**config.mk**
```make
export PLATFORM = sky130hd
export DESIGN_NAME = rmc_top
export DESIGN_NICKNAME = d
export VERILOG_FILES = /design/src/core/rmc_pkg.sv /design/src/core/rmc_top.sv /design/src/core/rmc_sync2.sv /design/src/core/rmc_delay_timer.sv
export VERILOG_INCLUDE_DIRS = /design/src /design/src/core
export SDC_FILE = /design/constraint.sdc
export NUM_CORES = 1
export LEC_CHECK = 0
export ABC_AREA = 1
export BUFFER_PORTS_ARGS = -buffer_cell sky130_fd_sc_hd__buf_2
export CAP_MARGIN = 20
export CORE_MARGIN = 4
export CORE_UTILIZATION = 53
export DETAILED_ROUTE_END_ITERATION = 8
export PLACE_DENSITY = 0.81
export SYNTH_ARGS = -nofsm -noshare
export SYNTH_HDL_FRONTEND = slang
export SYNTH_SLANG_ARGS = --single-unit
```
**constraint.sdc**
```tcl
create_clock -name pclk -period 2.45 [get_ports pclk]
set_clock_uncertainty 0.05 [all_clocks]
set_input_delay 0.49 -clock pclk [delete_from_list [all_inputs] [get_ports pclk]]
set_output_delay 0.49 -clock pclk [all_outputs]
set_load 0.02 [all_outputs]
```
**src/core/rmc_cfg.svh**
```systemverilog
`ifndef RMC_CFG_SVH
`define RMC_CFG_SVH

// ****************************************
// register offsets (byte addresses)
// ****************************************
`define RMC_OFS_PROTECT   12'h000
`define RMC_OFS_MODE_CTL  12'h004
`define RMC_OFS_TIMING    12'h008
`define RMC_OFS_STATUS    12'h00c
`define RMC_OFS_INT_STAT  12'h010
`define RMC_OFS_INT_MASK  12'h014

// ****************************************
// field layout and values
// ****************************************
`define RMC_PROTECT_KEY   16'h0096
`define RMC_MODE_AUTO     3'h0
`define RMC_MODE_NORMAL   3'h2
`define RMC_MODE_ECONOMY  3'h3
`define RMC_MODE_SUPER    3'h5
`define RMC_MODE_RST      3'h0
`define RMC_CPDIV_RST     2'h0
`define RMC_INT_DONE_BIT  0
`define RMC_INT_REG_BIT   1
`define RMC_INT_W         2

// ****************************************
// timing
// ****************************************
`define RMC_CLK_MHZ       20
`define RMC_T_ECO_US      1000
`define RMC_T_SUPER_US    10000
`define RMC_CYC_ECO       (`RMC_T_ECO_US * `RMC_CLK_MHZ)
`define RMC_CYC_SUPER     (`RMC_T_SUPER_US * `RMC_CLK_MHZ)

`endif

```
**src/core/rmc_pkg.sv**
```systemverilog
package rmc_pkg;

    typedef enum logic [4:0] {
        RMC_ST_NORMAL  = 5'h01,
        RMC_ST_WAIT    = 5'h02,
        RMC_ST_ECONOMY = 5'h04,
        RMC_ST_SUPER   = 5'h08,
        RMC_ST_RECOVER = 5'h10
    } rmc_state_t;

    typedef logic [2:0] rmc_mode_t;

endpackage

```
**src/core/rmc_top.sv**
```systemverilog
`timescale 1ns/1ps
`include "rmc_cfg.svh"

module rmc_top
    import rmc_pkg::*;
#(
    parameter int ECO_DELAY_CYC   = `RMC_CYC_ECO,
    parameter int SUPER_DELAY_CYC = `RMC_CYC_SUPER
) (
    input  wire logic        pclk,
    input  wire logic        presetn,
    input  wire logic        psel,
    input  wire logic        penable,
    input  wire logic        pwrite,
    input  wire logic [11:0] paddr,
    input  wire logic [31:0] pwdata,
    output logic      [31:0] prdata,
    output logic             pready,
    output logic             pslverr,
    input  wire logic        internal_fast_osc_run,
    input  wire logic        external_fast_osc_run,
    input  wire logic        external_clock_input_run,
    input  wire logic        cpu_sleep,
    input  wire logic        crystal_sleep_stop_ctl,
    output logic             regulator_economy,
    output logic             charge_pump_en,
    output logic      [1:0]  charge_pump_clk_div,
    output logic             irq
);
    import rmc_pkg::*;

    localparam int TW = 18;

    initial
    begin
        if (ECO_DELAY_CYC < 2 || ECO_DELAY_CYC >= (1 << TW))
            $error("rmc_top: ECO_DELAY_CYC out of range");
        if (SUPER_DELAY_CYC < 2 || SUPER_DELAY_CYC >= (1 << TW))
            $error("rmc_top: SUPER_DELAY_CYC out of range");
    end

    // ****************************************
    // pin synchronisers
    // ****************************************
    logic [4:0] pins_s;
    logic       fast_run;
    logic       sleep_s;
    logic       xtal_stop_s;
    logic       sleep_d_r;
    logic       sleep_entry;
    logic       sleep_exit;

    rmc_sync2 #(
        .W (5)
    ) u_sync (
        .pclk    (pclk),
        .presetn (presetn),
        .d       ({crystal_sleep_stop_ctl, cpu_sleep,
                   external_clock_input_run, external_fast_osc_run,
                   internal_fast_osc_run}),
        .q       (pins_s)
    );

    assign fast_run    = |pins_s[2:0];
    assign sleep_s     = pins_s[3];
    assign xtal_stop_s = pins_s[4];

    always_ff @(posedge pclk or negedge presetn)
    begin
        if (!presetn)
            sleep_d_r <= 1'b0;
        else
            sleep_d_r <= sleep_s;
    end

    assign sleep_entry = sleep_s & ~sleep_d_r;
    assign sleep_exit  = ~sleep_s & sleep_d_r;

    // ****************************************
    // apb access decode
    // ****************************************
    logic setup_ph;
    logic acc_wr;
    logic acc_rd;
    logic hit_protect;
    logic hit_mode;
    logic hit_timing;
    logic hit_status;
    logic hit_istat;
    logic hit_imask;
    logic hit_any;

    assign setup_ph = psel & ~penable;
    assign acc_wr   = psel & penable & pready & pwrite;
    assign acc_rd   = psel & penable & pready & ~pwrite;

    always_comb
    begin
        hit_protect = 1'b0;
        hit_mode    = 1'b0;
        hit_timing  = 1'b0;
        hit_status  = 1'b0;
        hit_istat   = 1'b0;
        hit_imask   = 1'b0;
        if (paddr == `RMC_OFS_PROTECT)
            hit_protect = 1'b1;
        else if (paddr == `RMC_OFS_MODE_CTL)
            hit_mode = 1'b1;
        else if (paddr == `RMC_OFS_TIMING)
            hit_timing = 1'b1;
        else if (paddr == `RMC_OFS_STATUS)
            hit_status = 1'b1;
        else if (paddr == `RMC_OFS_INT_STAT)
            hit_istat = 1'b1;
        else if (paddr == `RMC_OFS_INT_MASK)
            hit_imask = 1'b1;
    end

    assign hit_any = hit_protect | hit_mode | hit_timing | hit_status
                   | hit_istat | hit_imask;

    // ****************************************
    // protection and configuration
    // ****************************************
    logic      unlocked_r;
    rmc_mode_t mode_sel_r;
    logic      mode_legal;

    always_ff @(posedge pclk or negedge presetn)
    begin
        if (!presetn)
            unlocked_r <= 1'b0;
        else if (acc_wr && hit_protect)
            unlocked_r <= (pwdata[15:0] == `RMC_PROTECT_KEY);
    end

    assign mode_legal = (pwdata[2:0] == `RMC_MODE_AUTO)
                      | (pwdata[2:0] == `RMC_MODE_NORMAL)
                      | (pwdata[2:0] == `RMC_MODE_ECONOMY)
                      | (pwdata[2:0] == `RMC_MODE_SUPER);

    // reserved codes are dropped rather than guessed at
    always_ff @(posedge pclk or negedge presetn)
    begin
        if (!presetn)
            mode_sel_r <= `RMC_MODE_RST;
        else if (acc_wr && hit_mode && unlocked_r && mode_legal)
            mode_sel_r <= pwdata[2:0];
    end

    always_ff @(posedge pclk or negedge presetn)
    begin
        if (!presetn)
            charge_pump_clk_div <= `RMC_CPDIV_RST;
        else if (acc_wr && hit_timing && unlocked_r)
            charge_pump_clk_div <= pwdata[1:0];
    end

    // ****************************************
    // regulation state machine
    // ****************************************
    rmc_state_t  state_r;
    rmc_state_t  state_nxt;
    logic        tmr_load;
    logic [TW-1:0] tmr_val;
    logic        tmr_abort;
    logic        tmr_busy;
    logic        tmr_done;
    logic        done_evt;

    rmc_delay_timer #(
        .W (TW)
    ) u_tmr (
        .pclk     (pclk),
        .presetn  (presetn),
        .load     (tmr_load),
        .load_val (tmr_val),
        .abort    (tmr_abort),
        .busy     (tmr_busy),
        .done     (tmr_done)
    );

    always_comb
    begin
        state_nxt = state_r;
        tmr_load  = 1'b0;
        tmr_val   = TW'(ECO_DELAY_CYC);
        tmr_abort = 1'b0;
        done_evt  = 1'b0;
        if (mode_sel_r == `RMC_MODE_SUPER)
        begin
            state_nxt = RMC_ST_SUPER;
            tmr_abort = 1'b1;
        end
        else if (state_r == RMC_ST_SUPER)
        begin
            // recover always follows super, whatever mode other than super is selected
            state_nxt = RMC_ST_RECOVER;
            tmr_load  = 1'b1;
            tmr_val   = TW'(SUPER_DELAY_CYC);
        end
        else if (state_r == RMC_ST_RECOVER)
        begin
            // pump hand-over runs its full time in any mode but super
            if (tmr_done)
            begin
                done_evt  = 1'b1;
                state_nxt = RMC_ST_ECONOMY;
            end
        end
        else if (mode_sel_r == `RMC_MODE_NORMAL)
        begin
            state_nxt = RMC_ST_NORMAL;
            tmr_abort = 1'b1;
        end
        else if (mode_sel_r == `RMC_MODE_ECONOMY)
        begin
            state_nxt = RMC_ST_ECONOMY;
            tmr_abort = 1'b1;
        end
        else
        begin
            case (state_r)
                RMC_ST_NORMAL:
                begin
                    if (sleep_entry && xtal_stop_s)
                        state_nxt = RMC_ST_ECONOMY;
                    else if (sleep_entry || (!fast_run && !sleep_s))
                    begin
                        state_nxt = RMC_ST_WAIT;
                        tmr_load  = 1'b1;
                    end
                end
                RMC_ST_WAIT:
                begin
                    if (sleep_exit)
                    begin
                        state_nxt = fast_run ? RMC_ST_NORMAL
                                             : RMC_ST_ECONOMY;
                        tmr_abort = 1'b1;
                    end
                    else if (fast_run && !sleep_s)
                    begin
                        state_nxt = RMC_ST_NORMAL;
                        tmr_abort = 1'b1;
                    end
                    else if (tmr_done)
                    begin
                        state_nxt = RMC_ST_ECONOMY;
                        done_evt  = 1'b1;
                    end
                end
                RMC_ST_ECONOMY:
                begin
                    if (sleep_exit)
                        state_nxt = fast_run ? RMC_ST_NORMAL
                                             : RMC_ST_ECONOMY;
                    else if (fast_run)
                        state_nxt = RMC_ST_NORMAL;
                end
                default:
                    state_nxt = RMC_ST_NORMAL;
            endcase
        end
    end

    always_ff @(posedge pclk or negedge presetn)
    begin
        if (!presetn)
            state_r <= RMC_ST_NORMAL;
        else
            state_r <= state_nxt;
    end

    // outputs change on the same edge as the state, straight from flops
    always_ff @(posedge pclk or negedge presetn)
    begin
        if (!presetn)
        begin
            regulator_economy <= 1'b0;
            charge_pump_en    <= 1'b0;
        end
        else
        begin
            regulator_economy <= (state_nxt == RMC_ST_ECONOMY)
                               | (state_nxt == RMC_ST_RECOVER);
            charge_pump_en    <= (state_nxt == RMC_ST_SUPER);
        end
    end

    // ****************************************
    // completion flag and interrupts
    // ****************************************
    logic                 done_flag_r;
    logic [`RMC_INT_W-1:0] int_stat_r;
    logic [`RMC_INT_W-1:0] int_mask_r;
    logic [`RMC_INT_W-1:0] int_set;
    logic                 reg_change;

    assign reg_change = (state_nxt != state_r);
    assign int_set    = {reg_change, done_evt};

    always_ff @(posedge pclk or negedge presetn)
    begin
        if (!presetn)
            done_flag_r <= 1'b0;
        else if (done_evt)
            done_flag_r <= 1'b1;
        else if (acc_wr && hit_status && pwdata[0])
            done_flag_r <= 1'b0;
    end

    // read clears only what it reported; data was latched at setup,
    // so an event landing between setup and access is kept
    always_ff @(posedge pclk or negedge presetn)
    begin
        if (!presetn)
            int_stat_r <= '0;
        else if (acc_rd && hit_istat)
            int_stat_r <= (int_stat_r & ~prdata[`RMC_INT_W-1:0]) | int_set;
        else
            int_stat_r <= int_stat_r | int_set;
    end

    always_ff @(posedge pclk or negedge presetn)
    begin
        if (!presetn)
            int_mask_r <= '0;
        else if (acc_wr && hit_imask)
            int_mask_r <= pwdata[`RMC_INT_W-1:0];
    end

    always_ff @(posedge pclk or negedge presetn)
    begin
        if (!presetn)
            irq <= 1'b0;
        else
            irq <= |(int_stat_r & int_mask_r);
    end

    // ****************************************
    // apb answer: no wait states, data from flops
    // ****************************************
    logic [31:0] rd_mux;

    always_comb
    begin
        rd_mux = 32'h0000_0000;
        if (hit_protect)
            rd_mux = {31'h0000_0000, unlocked_r};
        else if (hit_mode)
            rd_mux = {29'h0000_0000, mode_sel_r};
        else if (hit_timing)
            rd_mux = {30'h0000_0000, charge_pump_clk_div};
        else if (hit_status)
            rd_mux = {24'h00_0000, 1'b0, done_flag_r, tmr_busy, state_r};
        else if (hit_istat)
            rd_mux = {30'h0000_0000, int_stat_r};
        else if (hit_imask)
            rd_mux = {30'h0000_0000, int_mask_r};
    end

    always_ff @(posedge pclk or negedge presetn)
    begin
        if (!presetn)
        begin
            pready  <= 1'b0;
            pslverr <= 1'b0;
            prdata  <= 32'h0000_0000;
        end
        else
        begin
            pready  <= setup_ph;
            pslverr <= setup_ph & ~hit_any;
            prdata  <= setup_ph ? rd_mux : 32'h0000_0000;
        end
    end

endmodule

```
**src/core/rmc_sync2.sv**
```systemverilog
`timescale 1ns/1ps

module rmc_sync2 #(
    parameter int W = 1
) (
    input  wire logic         pclk,
    input  wire logic         presetn,
    input  wire logic [W-1:0] d,
    output logic      [W-1:0] q
);
    logic [W-1:0] meta_r;

    // first stage feeds only the second stage
    always_ff @(posedge pclk or negedge presetn)
    begin
        if (!presetn)
        begin
            meta_r <= '0;
            q      <= '0;
        end
        else
        begin
            meta_r <= d;
            q      <= meta_r;
        end
    end
endmodule

```
**src/core/rmc_delay_timer.sv**
```systemverilog
`timescale 1ns/1ps

module rmc_delay_timer #(
    parameter int W = 18
) (
    input  wire logic         pclk,
    input  wire logic         presetn,
    input  wire logic         load,
    input  wire logic [W-1:0] load_val,
    input  wire logic         abort,
    output logic              busy,
    output logic              done
);
    logic [W-1:0] cnt_r;

    initial
    begin
        if (W < 2 || W > 31)
            $error("rmc_delay_timer: width out of range");
    end

    // load wins over abort so a fresh start is never lost
    always_ff @(posedge pclk or negedge presetn)
    begin
        if (!presetn)
        begin
            cnt_r <= '0;
            busy  <= 1'b0;
            done  <= 1'b0;
        end
        else if (load)
        begin
            cnt_r <= load_val - W'(1);
            busy  <= 1'b1;
            done  <= 1'b0;
        end
        else if (abort)
        begin
            busy <= 1'b0;
            done <= 1'b0;
        end
        else if (busy)
        begin
            done <= (cnt_r == W'(1));
            busy <= (cnt_r != W'(1));
            cnt_r <= cnt_r - W'(1);
        end
        else
            done <= 1'b0;
    end
endmodule

```
== Word level (Yosys, flattened, before mapping) ==
Cells that the tools add are included.

* Register bits: 84
* Bits in latches: 0
* Bits in writable memories: 0
* Bits in read-only memories: 0
* Output and inout bits: 39
* Word-level logic and storage cells: 176
* Memories: 0

* $add $sub $neg: 2
* Multiply operators: 0
* Divide/modulo/power cells: 0
* Order comparisons: 0
* Equality and inequality tests: 24
* Shift-type cells: 0
* Muxes and demuxes: 81
* Bitwise gates (word level): 27
* Reductions and logical operators: 23

{| class="wikitable"
|+ Operators with widths
! kind !! number
|-
| 18-bit two-way mux || 5
|-
| 5-bit two-way mux || 12
|-
| 1-bit two-way mux || 54
|-
| 18-bit by 1-bit subtractor with 18-bit output (second input constant) || 2
|-
| 32-bit two-way mux || 1
|-
| 7-bit two-way mux || 4
|-
| 12-bit by 4-bit equality test with 1-bit output (second input constant) || 2
|-
| 12-bit by 5-bit equality test with 1-bit output (second input constant) || 2
|-
| 18-bit by 1-bit equality test with 1-bit output (second input constant) || 1
|-
| 18-bit by 1-bit inequality test with 1-bit output (second input constant) || 1
|-
| 16-bit by 8-bit equality test with 1-bit output (second input constant) || 1
|-
| 5-bit case mux with 3 select lines || 1
|-
| 1-bit logical AND || 13
|-
| 12-bit by 3-bit equality test with 1-bit output (second input constant) || 1
|-
| 3-bit by 2-bit equality test with 1-bit output (second input constant) || 4
|-
| 12-bit zero test || 1
|-
| 5-bit by 3-bit equality test with 1-bit output (second input constant) || 2
|-
| 5-bit by 4-bit equality test with 1-bit output (second input constant) || 2
|-
| 5-bit equality test (second input constant) || 2
|-
| 1-bit bitwise OR || 9
|-
| 1-bit AND || 8
|-
| 3-bit equality test (second input constant) || 2
|-
| 2-bit two-way mux || 3
|-
| 5-bit by 1-bit equality test with 1-bit output (second input constant) || 1
|-
| other kinds (15) || 23
|}

== Logic depth before layout (Yosys ltp) ==
* Word-level depth: 15
* Mapped depth: 14
* Depth with buffers taken out: 14

== Modules after synthesis ==
Synthesis repeated with hierarchy kept, for this count alone.

* Cell total of the unflattened synthesis: 577
* Area total of the unflattened synthesis: 4,036.4 µm²

{| class="wikitable"
|+ By module, submodules not included
! module !! times used !! cells each !! area each (µm²) !! seq. area each (µm²)
|-
| rmc_top || 1 || 281 || 1,981.9 || 726.9
|-
| rmc_delay_timer || 1 || 286 || 1,804.2 || 500.5
|-
| rmc_sync2 || 1 || 10 || 250.2 || 250.2
|}

== Worst setup path after synthesis ==
Ideal clock, no wire load.

* Kind: register to register
* Start point: register state_r[0]
* End point: register u_tmr.cnt_r[17]
* Arrival time: 1,536 ps
* Required time: 2,282 ps
* Setup slack: 746 ps
* Stages on the path, launching flop included: 12
* Path buffers: 0
* Cells stage by stage: dfstp_2 > inv_2 > nor2_2 > nand3_1 > nor2_2 > nand2_2 > nor3_4 > nor2_4 > nand2_4 > nand2_2 > a21oi_1 > nor2_1

* Longest elaborated chain between the ends: 9
* Elaborated cells on any way between the ends: 23

{| class="wikitable"
|+ Ends and longest elaborated chain
! element !! line !! source
|-
| start: declaration || rmc_top.sv:162 || <nowiki>rmc_state_t state_r;</nowiki>
|-
| start signal: assignment || rmc_top.sv:272 || <nowiki>state_r <= state_nxt;</nowiki>
|-
| branches (longest 9 deep; another with 18-bit by 1-bit subtractor with 18-bit output) || -- ||
|-
| end signal: assignment || rmc_delay_timer.sv:33 || <nowiki>cnt_r <= load_val - W'(1);</nowiki>
|-
| end signal: assignment || rmc_delay_timer.sv:46 || <nowiki>cnt_r <= cnt_r - W'(1);</nowiki>
|-
| end: declaration || rmc_delay_timer.sv:14 || <nowiki>logic [W-1:0] cnt_r;</nowiki>
|}

Several ways; the timed one is not identified.
A chain may end at the register's enable or synchronous reset.

== Worst setup path in the final report ==
Ends and elaborated chain as after synthesis.

==> results.txt <==
status - finished clean
Yosys reg bits - 59
first-pass GRT wire length - 12.0 mm
Num CTS Buffers - 9
routed length per instance - 12.5 um
Root Driver - clkbuf_8
DR DRC count - 0
net switching power figure - 1.15 mW
initial core utilization - 55.6%
Syn. warnings - 0
P_int - 1.96 mW
Synth Flop Type - dfrtp_1
cell with the most instances after synthesis - nand2_1
die area - 0.00770 mm2
Leakage Power - 2.04 nW
Antenna Cells - 0
Max Cap Viol - 0
initial antenna violation count - 0
met3 wire length - 515 um
DRT Wirelength - 7.38 mm
Flop pwr share - 41.1%
register clock-pin slew on the reported worst setup and hold paths - 0.07 ns
Post-CTS Setup Bufs - 0
Layout fillers - 554
Clock Tree Buf Depth - 2
met2 routed WL - 3.54 mm
crit start category - register
CP max FO - 16
largest net degree at the start of global routing - 38
critical path capture point type - register
Logic pwr share - 29.5%
Syn Inst Count - 449
post-synthesis async set-or-reset flop share - 100%
FP Rows - 28
number of global-route vias before repair - 2,707
clock share of power - 29.4%
num ports - 93
nets - 566
register area share after synthesis - 43.9%
largest cells by area after synthesis - dfrtp_1, nand2_1, nor2_1
period utilization - 85.3%
Via density - 4.98
Layout area overhead - 13.8%
via count - 2,940
Synth cell types - 32
Hold Crit Class - in2async
Max IR drop VDD - 765 uV
Final Critical Period - 2.09 ns
Max transition margin - 64.8%
Final GP Congestion - 0.879
Worst-Margin Slew - 0.528 ns
WL met1 - 3.21 mm
pwr/cell area - 811 mW/mm2
crit path DAT - 2.27 ns
cell total after placement - 574
DRT iter0 DRCs - 222
DR pass1 iterations - 4
Setup Total Neg Slack - 0 ns
Finished Cell Area - 0.00383 mm2
post-route insts no fill - 590
Resize count post-CTS - 0
IO Port Bufs - 51
syn_area_per_cell - 7.50 um2
Slew Limit Fails - 0
layout cells sized above 1 - 16.9%
Worst-Skew Late Latency - 0.34 ns
Yosys top cell by area - dfrtp_1
CTS tree - built
Sw Ratio - 36.9%
All-Layer GR Usage - 20.0%
final hold vios - 0
crit path kind - reg2reg
clock sink total - 59
fmax - 0.478 GHz
Core Util, Final - 63.3%
Post-synth EDFFs - 0
GRT overflow - 0
Die X - 87.7 um
number of hold buffers added after cts - 0
area of the mapped netlist - 0.00337 mm2
top-area cell type share of the netlist area - 43.1%
H-tree Lvls - 3
Final ANT Viol Nets - 0
uppermost layer routed - met4
CP Data Required Time - 2.63 ns
Post-DP HPWL - 5.65 mm
Core Box Area - 0.00606 mm2
RSZ-0062 raised after global routing - no
DIE HEIGHT - 87.7 um
Synth top cells by count - nand2_1, nor2_1, inv_1
Final setup viols - 0
Placed Area - 0.00363 mm2
worst paths after layout:
kind                                                  from                           to  slack [ns]  cells past startpoint
worst max-delay path                  state_r[0]$_DFF_PN1_  u_tmr.cnt_r[17]$_DFFE_PN0P_        0.36                      9
worst min-delay path                               presetn         state_r[4]$_DFF_PN0_        0.07                      1
worst max register to register        state_r[0]$_DFF_PN1_  u_tmr.cnt_r[17]$_DFFE_PN0P_        0.36                      9
worst min register to register  u_sync.meta_r[0]$_DFF_PN0_        u_sync.q[0]$_DFF_PN0_        0.30                      0
max in group asynchronous                          presetn         state_r[0]$_DFF_PN1_        1.65                      2
min in group pclk                    internal_fast_osc_run   u_sync.meta_r[0]$_DFF_PN0_        0.21                      1
metrics by stage:
step | power [mW] | hold WS, ns | worst slack (ns)
after detailed placement | 2.21 | 0.286 | 0.365
after CTS | 3.12 | 0.0813 | 0.351
after global placement | 2.18 | 0.284 | 0.418
after floorplan | 2.01 | 0.144 | 0.746
after global routing | 3.33 | 0.105 | 0.174
final | 3.11 | 0.0746 | 0.360
kinds of logic after synthesis:
kind of cell    count (synthesis)  synth area share, %
compound gates                 46                 7.39
other cells                     1                0.111
flops                          59                 43.9
xor+xnor                       11                 2.86
buf+inv                        95                 13.6
fa+ha+maj                       2                0.743
simple gates                  235                 31.5
worst max-delay path: stages (launching register included):
cell	delay (ns)
dfstp_2	0.60
nor2_2	0.08
nand3_1	0.21
nand2_2	0.11
nor3_4	0.30
nor2_4	0.13
nand2_4	0.18
nand2_2	0.13
a21oi_1	0.14
nor2_1	0.05
metal layers:
metal / global-route usage (%) / vias to the layer above
met4: 6.56 / 0
li1: - / 1498
met5: 0 / -
met2: 33.2 / 101
met3: 5.74 / 15
met1: 25.4 / 1326
cell type report:
| type | instances | area [um2] | share of cell area [%] |
|---|---|---|---|
| multi-input cells | 319 | 1520 | 39.7 |
| flip-flops and latches | 59 | 1480 | 38.5 |
| repair buffers | 52 | 275 | 7.18 |
| inverters | 69 | 259 | 6.75 |
| clock buffers | 12 | 155 | 4.05 |
| well taps | 75 | 93.8 | 2.45 |
| clock inverters | 4 | 50.0 | 1.31 |
power by group through the flow:
stage | sequential [mW] | clock (mW) | combinational (mW)
5_1_grt | 1.30 | 0.984 | 1.05
6_report | 1.28 | 0.915 | 0.916
3_5_place_dp | 1.29 | 0 | 0.915
4_1_cts | 1.28 | 0.931 | 0.918
3_3_place_gp | 1.29 | 0 | 0.888
2_1_floorplan | 1.26 | 0 | 0.749
sequential cells by signal, indices dropped and copies added, names as in the netlist:
name,flops
int_stat_r,2
u_sync.q,5
unlocked_r,1
u_tmr.busy,1
prdata,7
irq,1
pslverr,1
charge_pump_en,1
int_mask_r,2
mode_sel_r,3
u_sync.meta_r,5
done_flag_r,1
regulator_economy,1
state_r,5
u_tmr.done,1
pready,1
sleep_d_r,1
u_tmr.cnt_r,18
charge_pump_clk_div,2
cell usage in the layout, fill, tap and decap left out, types with 2 or more instances in the layout:
| cell | n |
|---|---|
| a21oi_1 | 13 |
| buf_2 | 51 |
| clkbuf_8 | 11 |
| clkinvlp_4 | 2 |
| conb_1 | 25 |
| dfrtp_1 | 58 |
| ha_1 | 2 |
| inv_1 | 64 |
| inv_2 | 5 |
| nand2_1 | 87 |
| nand2_2 | 3 |
| nand3_1 | 33 |
| nand4_1 | 10 |
| nor2_1 | 70 |
| nor2_2 | 5 |
| nor3_1 | 15 |
| nor3_4 | 2 |
| nor4_1 | 5 |
| o21ai_0 | 19 |
| o21ai_1 | 6 |
| o21bai_1 | 2 |
| o22ai_1 | 2 |
| xor2_1 | 11 |
Note: power is estimated with default switching activity, not from simulation.
